`src/rtl/pos_pkg.sv`:
```
package pos_pkg;
  // ----------------------------------------------------------------
  // register map
  // ----------------------------------------------------------------
  localparam logic [11:0] ADDR_STEER_SEL  = 12'h000;
  localparam logic [11:0] ADDR_SYNC_MOD   = 12'h004;
  localparam logic [11:0] ADDR_MODE       = 12'h008;
  localparam logic [7:0]  RST_STEER_SEL   = 8'h00;
  localparam logic [7:0]  RST_SYNC_MOD    = 8'h00;
  localparam logic [3:0]  RST_MODE        = 4'h0;
  // ----------------------------------------------------------------
  // field positions
  // ----------------------------------------------------------------
  localparam int BIT_STEER_A   = 0;
  localparam int BIT_STEER_B   = 1;
  localparam int BIT_STEER_C   = 2;
  localparam int BIT_STEER_D   = 3;
  localparam int BIT_STEER_E   = 4;
  localparam int BIT_STEER_F   = 5;
  localparam int BIT_HS_MOD    = 0;
  localparam int BIT_LS_MOD    = 1;
  localparam int BIT_PER_SYNC  = 7;
  localparam logic [7:0] SYNC_MOD_MASK = 8'h83;
  localparam logic [7:0] STEER_MASK    = 8'h3f;
  // ----------------------------------------------------------------
  // modes and pin combinations (pin order f e d c b a)
  // ----------------------------------------------------------------
  typedef enum logic [3:0] {
    POS_SINGLE = 4'b0000,
    POS_COMPL  = 4'b0001,
    POS_THREE  = 4'b1100
  } pos_mode_t;
  localparam logic [5:0] COMBO_A    = 6'b001001;
  localparam logic [5:0] COMBO_B    = 6'b100001;
  localparam logic [5:0] COMBO_C    = 6'b100100;
  localparam logic [5:0] COMBO_D    = 6'b000110;
  localparam logic [5:0] COMBO_E    = 6'b010010;
  localparam logic [5:0] COMBO_F    = 6'b011000;
  localparam logic [5:0] HIGH_SIDES = 6'b010101;
endpackage

```
`src/rtl/pos_steering.sv`:
```
// Contract
// - single mode, B enable puts PWM on pin B, else inactive level
// - complementary mode, B enable puts complementary PWM on pin B
// - single or complementary mode, A enable routes PWM to pin A
// - 3-phase, A bit drives A and D high, others low
// - 3-phase, B bit drives A and F high, others low
// - 3-phase, a cleared steering bit activates no combination
// - 3-phase with several bits set, the lowest bit wins
// - sync bit 7 defers steering changes to period boundary
// - 3-phase low-side enable bit 1 modulates pins B, D, F
// - modulated low side follows modulation when high, low when low
// - low-side enable clear, B D F follow steering directly
// - high-side enable bit 0 modulates A C E likewise
//
// Added by the designer: the address map and the APB interface to the registers.
`timescale 1ns/1ps
module pos_steering
  import pos_pkg::*;
(
  // clock and reset
  input  wire logic        clk_sys,
  input  wire logic        rst_b,
  // apb slave
  input  wire logic        psel,
  input  wire logic        penable,
  input  wire logic        pwrite,
  input  wire logic [11:0] paddr,
  input  wire logic [31:0] pwdata,
  output logic             pready,
  output logic [31:0]      prdata,
  output logic             pslverr,
  // pwm sources
  input  wire logic        pwmRaw,
  input  wire logic        pwmCompl,
  input  wire logic        modulationSource,
  input  wire logic        periodBoundary,
  // output pins
  output logic             pwmPinA,
  output logic             pwmPinB,
  output logic             pwmPinC,
  output logic             pwmPinD,
  output logic             pwmPinE,
  output logic             pwmPinF
);
  // ----------------------------------------------------------------
  // registers
  // ----------------------------------------------------------------
  logic [7:0] outputSteeringSelect;
  logic [7:0] steeringSyncModulationCtrl;
  logic [3:0] outputModeSelect;
  logic [7:0] activeSteer;
  logic       apbSetup;
  logic       wrEn;
  logic       hit;
  logic [5:0] next_pins;

  assign apbSetup = psel && !penable;
  assign wrEn     = psel && penable && pready && pwrite;
  assign hit      = (paddr == ADDR_STEER_SEL) || (paddr == ADDR_SYNC_MOD)
                    || (paddr == ADDR_MODE);

  // no wait state: ready in the first access cycle
  always_ff @(posedge clk_sys or negedge rst_b) begin
    if (!rst_b) begin
      pready <= 1'b0;
    end else begin
      pready <= apbSetup;
    end
  end

  always_ff @(posedge clk_sys or negedge rst_b) begin
    if (!rst_b) begin
      prdata  <= 32'h0000_0000;
      pslverr <= 1'b0;
    end else if (apbSetup) begin
      pslverr <= !hit;
      case (paddr)
        ADDR_STEER_SEL: prdata <= {24'h000000, outputSteeringSelect};
        ADDR_SYNC_MOD:  prdata <= {24'h000000, steeringSyncModulationCtrl};
        ADDR_MODE:      prdata <= {28'h0000000, outputModeSelect};
        default:        prdata <= 32'h0000_0000;
      endcase
    end else begin
      pslverr <= 1'b0;
    end
  end

  always_ff @(posedge clk_sys or negedge rst_b) begin
    if (!rst_b) begin
      outputSteeringSelect       <= RST_STEER_SEL;
      steeringSyncModulationCtrl <= RST_SYNC_MOD;
      outputModeSelect           <= RST_MODE;
    end else if (wrEn) begin
      if (paddr == ADDR_STEER_SEL) begin
        outputSteeringSelect <= pwdata[7:0] & STEER_MASK;
      end
      if (paddr == ADDR_SYNC_MOD) begin
        steeringSyncModulationCtrl <= pwdata[7:0] & SYNC_MOD_MASK;
      end
      if (paddr == ADDR_MODE) begin
        outputModeSelect <= pwdata[3:0];
      end
    end
  end

  // ----------------------------------------------------------------
  // steering update timing
  // ----------------------------------------------------------------
  always_ff @(posedge clk_sys or negedge rst_b) begin
    if (!rst_b) begin
      activeSteer <= RST_STEER_SEL;
    end else if (!steeringSyncModulationCtrl[BIT_PER_SYNC]
                 || periodBoundary) begin
      activeSteer <= outputSteeringSelect;
    end
  end

  // ----------------------------------------------------------------
  // pin selection
  // ----------------------------------------------------------------
  logic [5:0] combo;
  logic [5:0] modMask;
  logic       lsMod;
  logic       hsMod;

  assign lsMod = steeringSyncModulationCtrl[BIT_LS_MOD];
  assign hsMod = steeringSyncModulationCtrl[BIT_HS_MOD];

  always_comb begin
    // lowest set bit wins
    if (activeSteer[BIT_STEER_A])      combo = COMBO_A;
    else if (activeSteer[BIT_STEER_B]) combo = COMBO_B;
    else if (activeSteer[BIT_STEER_C]) combo = COMBO_C;
    else if (activeSteer[BIT_STEER_D]) combo = COMBO_D;
    else if (activeSteer[BIT_STEER_E]) combo = COMBO_E;
    else if (activeSteer[BIT_STEER_F]) combo = COMBO_F;
    else                               combo = 6'b000000;
  end

  always_comb begin
    modMask = 6'b000000;
    if (hsMod) modMask = modMask | HIGH_SIDES;
    if (lsMod) modMask = modMask | ~HIGH_SIDES;
  end

  always_comb begin
    next_pins = 6'b000000;
    case (outputModeSelect)
      POS_SINGLE: begin
        next_pins = activeSteer[5:0] & {6{pwmRaw}};
      end
      POS_COMPL: begin
        next_pins = activeSteer[5:0] & {6{pwmRaw}};
        next_pins[BIT_STEER_B] = activeSteer[BIT_STEER_B] && pwmCompl;
        next_pins[BIT_STEER_D] = activeSteer[BIT_STEER_D] && pwmCompl;
        next_pins[BIT_STEER_F] = activeSteer[BIT_STEER_F] && pwmCompl;
      end
      POS_THREE: begin
        // high levels on sides with modulation enabled gated by modulation, low stay low
        next_pins = combo & (~modMask | {6{modulationSource}});
      end
      default: begin
        next_pins = 6'b000000;
      end
    endcase
  end

  always_ff @(posedge clk_sys or negedge rst_b) begin
    if (!rst_b) begin
      {pwmPinF, pwmPinE, pwmPinD, pwmPinC, pwmPinB, pwmPinA} <= 6'b000000;
    end else begin
      {pwmPinF, pwmPinE, pwmPinD, pwmPinC, pwmPinB, pwmPinA} <= next_pins;
    end
  end

  // ----------------------------------------------------------------
  // checks
  // ----------------------------------------------------------------
  a_three_phase_a: assert property (@(posedge clk_sys) disable iff (!rst_b)
    (outputModeSelect == POS_THREE && activeSteer[0] && !hsMod && !lsMod)
    |=> {pwmPinF, pwmPinE, pwmPinD, pwmPinC, pwmPinB, pwmPinA} == COMBO_A)
    else $error("3-phase A combination wrong");
  a_three_phase_b: assert property (@(posedge clk_sys) disable iff (!rst_b)
    (outputModeSelect == POS_THREE && activeSteer[1:0] == 2'b10
     && !hsMod && !lsMod)
    |=> {pwmPinF, pwmPinE, pwmPinD, pwmPinC, pwmPinB, pwmPinA} == COMBO_B)
    else $error("3-phase B combination wrong");
  a_none_active: assert property (@(posedge clk_sys) disable iff (!rst_b)
    (outputModeSelect == POS_THREE && activeSteer[5:0] == 6'b000000)
    |=> {pwmPinF, pwmPinE, pwmPinD, pwmPinC, pwmPinB, pwmPinA} == 6'b000000)
    else $error("cleared steering drove a pin");
  a_single_b: assert property (@(posedge clk_sys) disable iff (!rst_b)
    (outputModeSelect == POS_SINGLE) |=> pwmPinB == $past(
      activeSteer[1] && pwmRaw))
    else $error("single mode pin b wrong");
  a_compl_b: assert property (@(posedge clk_sys) disable iff (!rst_b)
    (outputModeSelect == POS_COMPL) |=> pwmPinB == $past(
      activeSteer[1] && pwmCompl))
    else $error("complementary pin b wrong");
  a_single_a: assert property (@(posedge clk_sys) disable iff (!rst_b)
    (outputModeSelect[3:1] == 3'b000) |=> pwmPinA == $past(
      activeSteer[0] && pwmRaw))
    else $error("pin a steering wrong");
  a_sync_hold: assert property (@(posedge clk_sys) disable iff (!rst_b)
    (steeringSyncModulationCtrl[7] && !periodBoundary)
    |=> $stable(activeSteer))
    else $error("steering changed off boundary");
  a_low_mod: assert property (@(posedge clk_sys) disable iff (!rst_b)
    (outputModeSelect == POS_THREE && lsMod && activeSteer[0]
     && !modulationSource) |=> !pwmPinD)
    else $error("low side not modulated");
  a_high_mod: assert property (@(posedge clk_sys) disable iff (!rst_b)
    (outputModeSelect == POS_THREE && !hsMod && activeSteer[0])
    |=> pwmPinA)
    else $error("high side modulated while off");
  a_reserved_zero: assert property (@(posedge clk_sys) disable iff (!rst_b)
    steeringSyncModulationCtrl[6:2] == 5'b00000)
    else $error("reserved bits set");

  // ----------------------------------------------------------------
  // register access checks
  // ----------------------------------------------------------------
  logic [5:0] pinsNow;
  logic       isThree;
  assign pinsNow = {pwmPinF, pwmPinE, pwmPinD, pwmPinC, pwmPinB, pwmPinA};
  assign isThree = (outputModeSelect == POS_THREE);

  a_ready_after_setup: assert property (@(posedge clk_sys) disable iff (!rst_b)
    apbSetup
    |=> pready)
    else $error("ready missing after setup");
  a_ready_needs_setup: assert property (@(posedge clk_sys) disable iff (!rst_b)
    !apbSetup
    |=> !pready)
    else $error("ready without setup");
  a_err_unmapped: assert property (@(posedge clk_sys) disable iff (!rst_b)
    (apbSetup && !hit)
    |=> pslverr)
    else $error("unmapped access not flagged");
  a_err_mapped: assert property (@(posedge clk_sys) disable iff (!rst_b)
    (apbSetup && hit)
    |=> !pslverr)
    else $error("mapped access flagged");
  a_read_steer: assert property (@(posedge clk_sys) disable iff (!rst_b)
    (apbSetup && paddr == ADDR_STEER_SEL)
    |=> prdata == {24'h000000, $past(outputSteeringSelect)})
    else $error("steering read wrong");
  a_read_sync: assert property (@(posedge clk_sys) disable iff (!rst_b)
    (apbSetup && paddr == ADDR_SYNC_MOD)
    |=> prdata == {24'h000000, $past(steeringSyncModulationCtrl)})
    else $error("sync register read wrong");
  a_read_mode: assert property (@(posedge clk_sys) disable iff (!rst_b)
    (apbSetup && paddr == ADDR_MODE)
    |=> prdata == {28'h0000000, $past(outputModeSelect)})
    else $error("mode read wrong");
  a_read_unmapped: assert property (@(posedge clk_sys) disable iff (!rst_b)
    (apbSetup && !hit)
    |=> prdata == 32'h0000_0000)
    else $error("unmapped read not zero");
  a_write_steer: assert property (@(posedge clk_sys) disable iff (!rst_b)
    (wrEn && paddr == ADDR_STEER_SEL)
    |=> outputSteeringSelect == ($past(pwdata[7:0]) & STEER_MASK))
    else $error("steering write lost");
  a_write_sync: assert property (@(posedge clk_sys) disable iff (!rst_b)
    (wrEn && paddr == ADDR_SYNC_MOD)
    |=> steeringSyncModulationCtrl == ($past(pwdata[7:0]) & SYNC_MOD_MASK))
    else $error("sync write lost");
  a_write_mode: assert property (@(posedge clk_sys) disable iff (!rst_b)
    (wrEn && paddr == ADDR_MODE)
    |=> outputModeSelect == $past(pwdata[3:0]))
    else $error("mode write lost");
  a_no_write_hold: assert property (@(posedge clk_sys) disable iff (!rst_b)
    !wrEn
    |=> $stable(outputSteeringSelect) && $stable(outputModeSelect))
    else $error("register changed without write");
  a_sync_no_write: assert property (@(posedge clk_sys) disable iff (!rst_b)
    !wrEn
    |=> $stable(steeringSyncModulationCtrl))
    else $error("sync register changed without write");
  a_steer_top_zero: assert property (@(posedge clk_sys) disable iff (!rst_b)
    outputSteeringSelect[7:6]
    == 2'b00)
    else $error("steering top bits set");

  // ----------------------------------------------------------------
  // steering and pin checks
  // ----------------------------------------------------------------
  a_sync_off_follow: assert property (@(posedge clk_sys) disable iff (!rst_b)
    !steeringSyncModulationCtrl[BIT_PER_SYNC]
    |=> activeSteer == $past(outputSteeringSelect))
    else $error("steering not immediate");
  a_sync_boundary: assert property (@(posedge clk_sys) disable iff (!rst_b)
    (steeringSyncModulationCtrl[BIT_PER_SYNC] && periodBoundary)
    |=> activeSteer == $past(outputSteeringSelect))
    else $error("steering not taken at boundary");
  a_single_d: assert property (@(posedge clk_sys) disable iff (!rst_b)
    (outputModeSelect == POS_SINGLE)
    |=> pwmPinD == $past(activeSteer[BIT_STEER_D] && pwmRaw))
    else $error("single mode pin d wrong");
  a_compl_a: assert property (@(posedge clk_sys) disable iff (!rst_b)
    (outputModeSelect == POS_COMPL)
    |=> pwmPinA == $past(activeSteer[BIT_STEER_A] && pwmRaw))
    else $error("complementary pin a wrong");
  a_single_b_off: assert property (@(posedge clk_sys) disable iff (!rst_b)
    (outputModeSelect == POS_SINGLE && !activeSteer[BIT_STEER_B])
    |=> !pwmPinB)
    else $error("single pin b active while off");
  a_compl_b_off: assert property (@(posedge clk_sys) disable iff (!rst_b)
    (outputModeSelect == POS_COMPL && !activeSteer[BIT_STEER_B])
    |=> !pwmPinB)
    else $error("complementary pin b active while off");
  a_low_mod_pass: assert property (@(posedge clk_sys) disable iff (!rst_b)
    (isThree && lsMod && !hsMod && activeSteer[BIT_STEER_A] && modulationSource)
    |=> pinsNow == COMBO_A)
    else $error("low side modulation blocked");
  a_low_side_off: assert property (@(posedge clk_sys) disable iff (!rst_b)
    (isThree && lsMod && activeSteer[BIT_STEER_A])
    |=> !pwmPinB && !pwmPinC && !pwmPinE && !pwmPinF)
    else $error("low level pin driven");
  a_high_mod_on: assert property (@(posedge clk_sys) disable iff (!rst_b)
    (isThree && hsMod && activeSteer[BIT_STEER_A] && !modulationSource)
    |=> !pwmPinA)
    else $error("high side not modulated");
  a_high_mod_pass: assert property (@(posedge clk_sys) disable iff (!rst_b)
    (isThree && hsMod && activeSteer[BIT_STEER_A] && modulationSource)
    |=> pwmPinA)
    else $error("high side modulation blocked");
  a_low_unmod: assert property (@(posedge clk_sys) disable iff (!rst_b)
    (isThree && !lsMod && activeSteer[BIT_STEER_A])
    |=> pwmPinD)
    else $error("low side modulated while off");
  a_a_wins: assert property (@(posedge clk_sys) disable iff (!rst_b)
    (isThree && activeSteer[BIT_STEER_A] && !hsMod && !lsMod)
    |=> pinsNow == COMBO_A)
    else $error("lowest steering bit lost");
  a_three_b_mod: assert property (@(posedge clk_sys) disable iff (!rst_b)
    (isThree && activeSteer[1:0] == 2'b10 && hsMod && lsMod
     && !modulationSource)
    |=> pinsNow == 6'b000000)
    else $error("both sides not modulated");
  a_single_no_mod: assert property (@(posedge clk_sys) disable iff (!rst_b)
    (outputModeSelect == POS_SINGLE)
    |=> pinsNow == $past(activeSteer[5:0] & {6{pwmRaw}}))
    else $error("single mode pins wrong");
  a_compl_no_mod: assert property (@(posedge clk_sys) disable iff (!rst_b)
    (outputModeSelect == POS_COMPL)
    |=> pinsNow == $past(activeSteer[5:0] & {3{pwmCompl, pwmRaw}}))
    else $error("complementary pins wrong");
  a_other_mode_off: assert property (@(posedge clk_sys) disable iff (!rst_b)
    (outputModeSelect != POS_SINGLE && outputModeSelect != POS_COMPL
     && !isThree)
    |=> pinsNow == 6'b000000)
    else $error("undefined mode drove a pin");
  a_three_pair: assert property (@(posedge clk_sys) disable iff (!rst_b)
    (isThree && !hsMod && !lsMod && activeSteer[5:0] != 6'b000000)
    |=> $countones(pinsNow) == 2)
    else $error("3-phase combination not a pair");
endmodule // pos_steering

```
`config.mk`:
```
export PLATFORM = sky130hd
export DESIGN_NAME = pos_steering
export DESIGN_NICKNAME = d
export VERILOG_FILES = /design/src/rtl/pos_pkg.sv /design/src/rtl/pos_steering.sv
export SDC_FILE = /design/constraint.sdc
export NUM_CORES = 1
export LEC_CHECK = 0
export BUFFER_PORTS_ARGS = -buffer_cell sky130_fd_sc_hd__buf_2
export CAP_MARGIN = 40
export CORE_MARGIN = 2
export CORE_UTILIZATION = 45
export DETAILED_ROUTE_END_ITERATION = 12
export HOLD_SLACK_MARGIN = 0.08
export PLACE_DENSITY = 0.8
export SKIP_LAST_GASP = 1
export SLEW_MARGIN = 30
export SYNTH_ARGS = -nofsm -noshare
export SYNTH_HDL_FRONTEND = slang
export SYNTH_SLANG_ARGS = --single-unit
```
`constraint.sdc`:
```
create_clock -name clk_sys -period 1.6 [get_ports clk_sys]
set_input_delay 0.32 -clock clk_sys [delete_from_list [all_inputs] [get_ports clk_sys]]
set_output_delay 0.32 -clock clk_sys [all_outputs]
set_load 0.03 [all_outputs]
```
==> results of run 1 <==
## repair_timing
action / 4_1_cts / 5_1_grt
pin swaps: 2 / 4
hold endpoints to repair: 34 / 0
endpoints found under the setup margin: 13 / 16
hold buffers: 1 / 0
buffers inserted: 0 / 1
cloned: 0 / 0
resized for setup: 10 / 2
## critical path: cells and delay by family
family          cells  cell delay, ps
compound gates      1             250
buf+inv             1             100
simple gates        2            1150
## cell usage after synthesis (all sizes together) (3+ instances only)
| cell type | number | area share, % |
|---|---|---|
| dfrtp | 34 | 48 |
| buf | 26 | 11 |
| nand2 | 21 | 4.5 |
| mux2 | 13 | 8.3 |
| nor4 | 7 | 4.5 |
| mux2i | 5 | 2.8 |
| inv | 4 | 0.85 |
| o31ai | 4 | 1.7 |
| or4 | 4 | 2.3 |
| nand2b | 3 | 1.1 |
| nor2b | 3 | 1.1 |
| o21ai | 3 | 0.85 |
| o21bai | 3 | 1.3 |
| o2bb2ai | 3 | 1.5 |
| or3 | 3 | 1.1 |
## worst max path at each step
stage	start	endpoint	cells past startpoint	slack, ps
3_5_place_dp	paddr[11]	outputSteeringSelect[5]	5	-370
4_1_cts	paddr[6]	outputSteeringSelect[5]	5	-40
2_1_floorplan	paddr[5]	outputSteeringSelect[0]	3	-220
5_1_grt	paddr[6]	outputModeSelect[2]	5	-40
6_report	paddr[8]	prdata[1]	4	-30
3_3_place_gp	paddr[11]	outputSteeringSelect[0]	5	-310
## cell usage in the layout, fill, tap and decap left out, drive strengths merged, types with 3 or more instances in the layout
| cell | netlist | routed |
|---|---|---|
| buf | 26 | 53 |
| mux2i | 5 | 5 |
| o31ai | 4 | 4 |
| or4 | 4 | 4 |
| inv | 4 | 4 |
| or3 | 3 | 3 |
| mux2 | 13 | 13 |
| o21bai | 3 | 3 |
| clkbuf | 2 | 6 |
| o21ai | 3 | 3 |
| o2bb2ai | 3 | 3 |
| conb | 1 | 25 |
| dfrtp | 34 | 34 |
| nor4 | 7 | 7 |
| nand2 | 21 | 21 |
| nor2b | 3 | 3 |
| nand2b | 3 | 3 |
## per-stage QoR
stage / hold slack, ps / power, uW / cell area (um^2)
6_report: 274 / 1680 / 2210
5_1_grt: 264 / 1760 / 2210
4_1_cts: 272 / 1680 / 2180
3_5_place_dp: 368 / 1070 / 2040
3_3_place_gp: 368 / 1070 / 2040
2_1_floorplan: 24.4 / 1050 / 1910
## area by class of cell
| cell class | instances | area, um^2 |
|---|---|---|
| clock buffers | 6 | 82.6 |
| fillers | 307 | 1510 |
| inverters | 4 | 15.0 |
| multi-input cells | 117 | 876 |
| flip-flops and latches | 34 | 851 |
| well taps | 48 | 60.1 |
| repair buffers | 54 | 325 |
## flip-flops by register name, indices dropped and copies added, names as in the netlist, 3 cells and up
name / flops
outputSteeringSelect: 6
prdata: 7
outputModeSelect: 4
steeringSyncModulationCtrl: 3
activeSteer: 6
## cells by family (layout without fill, tap and decap cells)
| logic type | Yosys count | in the layout |
|---|---|---|
| AO/OA/AOI/OAI | 23 | 23 |
| multiplexers | 18 | 18 |
| other | 1 | 25 |
| AND/OR/NAND/NOR | 51 | 51 |
| buffers and inverters | 32 | 64 |
| flip-flops | 34 | 34 |
## power groups by stage
stage	Sequential (uW)	Clock, uW	Combinational, uW
after global placement	879	0	191
after floorplan	885	0	161
after detailed placement	879	0	193
final	864	614	203
after global routing	863	672	221
after CTS	864	621	199
## metal layers
| layer | vias up | share of wire [%] | wire [um] | global-route usage (%) |
|---|---|---|---|---|
| met3 | 7 | 5.3 | 194 | 6.08 |
| met1 | 644 | 42 | 1550 | 20.3 |
| li1 | 635 | - | - | - |
| met4 | 0 | 1.3 | 49 | 5.36 |
| met5 | - | 0 | 0 | 0 |
| met2 | 45 | 51 | 1870 | 31.1 |
==> results.json, run 1 <==
{
  "dr.pass1.iters": 4,
  "crit_path_end_kind": "register",
  "path_max_fanout": 4,
  "finalHoldViolCount": 0,
  "cts_num_sinks": 34,
  "fin_crit_sh_pct": 102,
  "worstHoldPathCells": 2,
  "drtIter0Drc": 56,
  "layout_setup_ws_ps": -27.0,
  "cts.reportedPaths.clkPinSlew_ps": 60,
  "critPathLaunchType": "input pin",
  "critPathRequiredTime_ps": 1790,
  "ir_worst_vdd_v": 0.000483,
  "syn_area_per_cell_um2": 11.1,
  "ys_seq_elements": 34,
  "combPwrFrac_pct": 12.1,
  "syn_to_final_growth_pct": 24.8,
  "via_per_inst": 5.06,
  "gp_routability_congestion": 0.832,
  "timing.critical_path.mode_cell": "or4_4",
  "die_y_um": 66.7,
  "hp-start": "pwdata[7]",
  "yosysWarnings": 0,
  "synth_cell_types": 36,
  "regToRegEndpoint": "outputSteeringSelect[4]",
  "dp.cells": 255,
  "port-buffer-count": 42,
  "synth_enable_flop_cells": 0,
  "syn_inst": 159,
  "rows": 22,
  "synth_xor_xnor_area_share_pct": 0,
  "swShare_pct": 25.5,
  "cts-buffers-inserted": 5,
  "fin_worst_skew_ps": 4.77,
  "slew_headroom_pct": 57.2,
  "start_util_pct": 47.6,
  "place_ws_ps": -368,
  "powerDensity_nw_per_um2": 761,
  "clkLatencyLatePin_ps": 280,
  "synth-simple-area-share_pct": 18.4,
  "cap_violations": 0,
  "route.detailed.drc": 0,
  "period_needed_ps": 1630,
  "groute.usage.overall_pct": 17.7,
  "ys.flop_type": "dfrtp_1",
  "vias": 1331,
  "setup-tns-final_ps": -109,
  "rsz0062_at_grt": "yes",
  "slowest_stage": "or4_4",
  "cp_cell_sequence": "buf_2, or4_4, or4_4, o31ai_4",
  "worstMarginPinSlew_ps": 636,
  "synthAdderAreaFrac_pct": 0,
  "leakage_uw": 0.00115,
  "p_sw_uw": 429,
  "antenna_found_initial": 0,
  "synthArstFlopShare_pct": 100,
  "clkPwrFrac_pct": 36.5,
  "antenna_cells": 0,
  "instances_no_fill": 263,
  "critical_path_class": "in2reg",
  "cts_tree": "done",
  "synthMuxAreaShare_pct": 11.1,
  "critPathMaxStageDelay_ps": 590,
  "finalSetupViolCount": 12,
  "worst-r2r-setup-slack_ps": 180,
  "routed_wl_um": 3660,
  "outcome": "finished with violations",
  "cp.arrival_ps": 1810,
  "cts_buffer_depth": 2,
  "fmaxAchievable_mhz": 615,
  "min_to": "steeringSyncModulationCtrl[7]",
  "ios": 93,
  "grt_pass1_wl_um": 5760,
  "die_area_um2": 4450,
  "violations": "negative setup slack",
  "drv_slew": 0,
  "finalNetCount": 269,
  "die_w_um": 66.7,
  "synth_top_family_by_area": "simple AND/OR/NAND/NOR gates",
  "clock_tree.root_cell": "clkbuf_8",
  "utilization_pct": 59.5,
  "grt_max_degree": 35,
  "reg2reg_depth": 5,
  "detail_route.wl_per_cell_um": 13.9,
  "seqPwrFrac_pct": 51.4,
  "core_area_um2": 3720,
  "syn_area_um2": 1770,
  "drive_above_1_share_pct": 38.6,
  "yosysSeqAreaShare_pct": 48.1,
  "postRouteAntennaNets": 0,
  "grt_pass1_vias": 1308,
  "hpwlAfterDp_um": 2690,
  "timing.rr.start": "pready",
  "intPower_uw": 1250,
  "hold_class": "in2reg",
  "synth_compound_area_share_pct": 9.89,
  "overflow": 0,
  "cts_htree_levels": 2
}
Power figures use the tool's default switching activity.
==> run 2: changes to the inputs <==
REMOVE_ABC_BUFFERS = 1   (was default)
==> run 2 against run 1 <==
  * The run still ends with negative setup slack left
  * Utilization grew 0.24 points
  * Die area is the same
  * Routed wire length grew 0.19%
  * Global-route usage is essentially flat
  * Flip-flop and latch count is the same
  * Hold slack lost 12 ps
  * Final cell count is the same
  * Design area grew 0.40%
  * Critical path type unchanged
  * Largest cell class unchanged
==> results.json, run 2 (synthesis results as in run 1) <==
{
  "clock_tree.root_cell": "clkbuf_8",
  "ir_worst_vdd_v": 0.000515,
  "critical_path_class": "in2reg",
  "clkLatencyLatePin_ps": 290,
  "finalNetCount": 267,
  "die_w_um": 66.7,
  "seqPwrFrac_pct": 46.8,
  "powerDensity_nw_per_um2": 831,
  "vias": 1306,
  "hpwlAfterDp_um": 2650,
  "rows": 22,
  "period_needed_ps": 1620,
  "instances_no_fill": 263,
  "top_register": "prdata",
  "place_ws_ps": -343,
  "slew_headroom_pct": 63.8,
  "worstMarginPinSlew_ps": 539,
  "leakage_uw": 0.00116,
  "clkPwrFrac_pct": 42.1,
  "cts.reportedPaths.clkPinSlew_ps": 70,
  "port-buffer-count": 42,
  "finalSetupViolCount": 6,
  "start_util_pct": 47.6,
  "cts_tree": "done",
  "swShare_pct": 25.2,
  "intPower_uw": 1380,
  "grt_max_degree": 19,
  "path_max_fanout": 5,
  "worstHoldPathCells": 2,
  "via_per_inst": 4.97,
  "postRouteAntennaNets": 0,
  "dp.cells": 253,
  "die_y_um": 66.7,
  "fillCellCount": 310,
  "detail_route.wl_per_cell_um": 14.0,
  "finalHoldViolCount": 0,
  "combPwrFrac_pct": 11.0,
  "largest_register_ffs": 7,
  "groute.usage.overall_pct": 17.7,
  "mostFrequentLayoutCell": "buf_2",
  "routed_wl_um": 3670,
  "cts_htree_levels": 2,
  "antenna_found_initial": 0,
  "gp_routability_congestion": 0.835,
  "dr.pass1.iters": 4,
  "fmaxAchievable_mhz": 618,
  "cp.arrival_ps": 1820,
  "syn_to_final_growth_pct": 25.3,
  "cts-buffers-inserted": 5,
  "core_area_um2": 3720,
  "rsz0062_at_grt": "yes",
  "violations": "negative setup slack",
  "fin_crit_sh_pct": 101,
  "fin_worst_skew_ps": 7.23,
  "drtIter0Drc": 110,
  "drv_slew": 0,
  "drive_above_1_share_pct": 39.1,
  "top_regs": "prdata (7), activeSteer (6), outputSteeringSelect (6)",
  "critPathRequiredTime_ps": 1800,
  "cap_violations": 0,
  "grt_pass1_vias": 1235,
  "setup-tns-final_ps": -40.2,
  "p_sw_uw": 464,
  "grt_pass1_wl_um": 5680,
  "layout_setup_ws_ps": -18.5,
  "antenna_cells": 0,
  "outcome": "finished with violations",
  "cts_num_sinks": 34,
  "crit_path_end_kind": "register",
  "hold_class": "in2reg",
  "die_area_um2": 4450,
  "overflow": 0,
  "cts_buffer_depth": 2,
  "reg2reg_depth": 5,
  "critPathLaunchType": "input pin",
  "route.detailed.drc": 0,
  "mostFrequentLayoutCells": "40 x buf_2, 34 x dfrtp_1, 25 x conb_1",
  "ios": 93
}
[run 2: cell types whose count changed in the layout (fill, tap and decap cells not counted), sizes merged]
cell	previous run	this run
buf	53	51
clkinv	0	2
bufinv	0	1
clkbuf	6	5
[run 2: power by group through the flow]
stage / sequential (uW) / combinational [uW] / clock, uW
after floorplan: 885 / 103 / 0
after global placement: 879 / 189 / 0
after detailed placement: 880 / 191 / 0
after CTS: 863 / 196 / 784
after global routing: 863 / 220 / 829
final: 863 / 203 / 776
[run 2: path summary, 6_finish.rpt]
kind / slack (ps) / from / endpoint
hold / removal: 260 / pwdata[4] / outputSteeringSelect[4]
min in group asynchronous: 490 / rst_b / pready
setup / recovery: -20 / paddr[8] / prdata[0]
hold reg to reg: 480 / prdata[7] / prdata[7]
max in group asynchronous: 690 / rst_b / prdata[4]
setup reg to reg: 140 / pready / outputSteeringSelect[2]
[run 2: stage by stage]
| step | power [uW] | util [%] | hold slack [ps] | cell area (um^2) |
|---|---|---|---|---|
| after detailed placement | 1070 | 53.8 | 275 | 2000 |
| after global placement | 1070 | 53.8 | 267 | 2000 |
| after CTS | 1840 | 58.2 | 259 | 2160 |
| after floorplan | 988 | - | 24.4 | 1660 |
| final | 1840 | 59.7 | 262 | 2220 |
| after global routing | 1910 | 59.7 | 258 | 2220 |
[run 2: repair_timing]
item	4_1_cts	5_1_grt
pin swaps	0	4
buffers inserted	1	0
hold buffers	1	0
resized for setup	9	11
hold endpoints to repair	16	0
setup endpoints to repair	14	14
[run 2: per-layer routing]
layer	part of all wire (%)	global-route usage [%]
met5	0	0
met3	6.8	5.74
met2	48	28.1
met1	44	22.6
met4	1.6	6.12
[run 2: final cells by class]
cell class | instances | area [um^2] | area share, %
Multi-Input combinational cell | 117 | 867 | 39.1
Sequential cell | 34 | 851 | 38.4
Timing Repair Buffer | 52 | 317 | 14.3
Clock buffer | 5 | 68.8 | 3.10
Tap cell | 48 | 60.1 | 2.71
Clock inverter | 3 | 40.0 | 1.80
Inverter | 4 | 15.0 | 0.677
[run 2: critical path, cell delays in order]
cell,delay [ps]
buf_2,100
or4_4,600
or4_4,550
o31ai_2,240
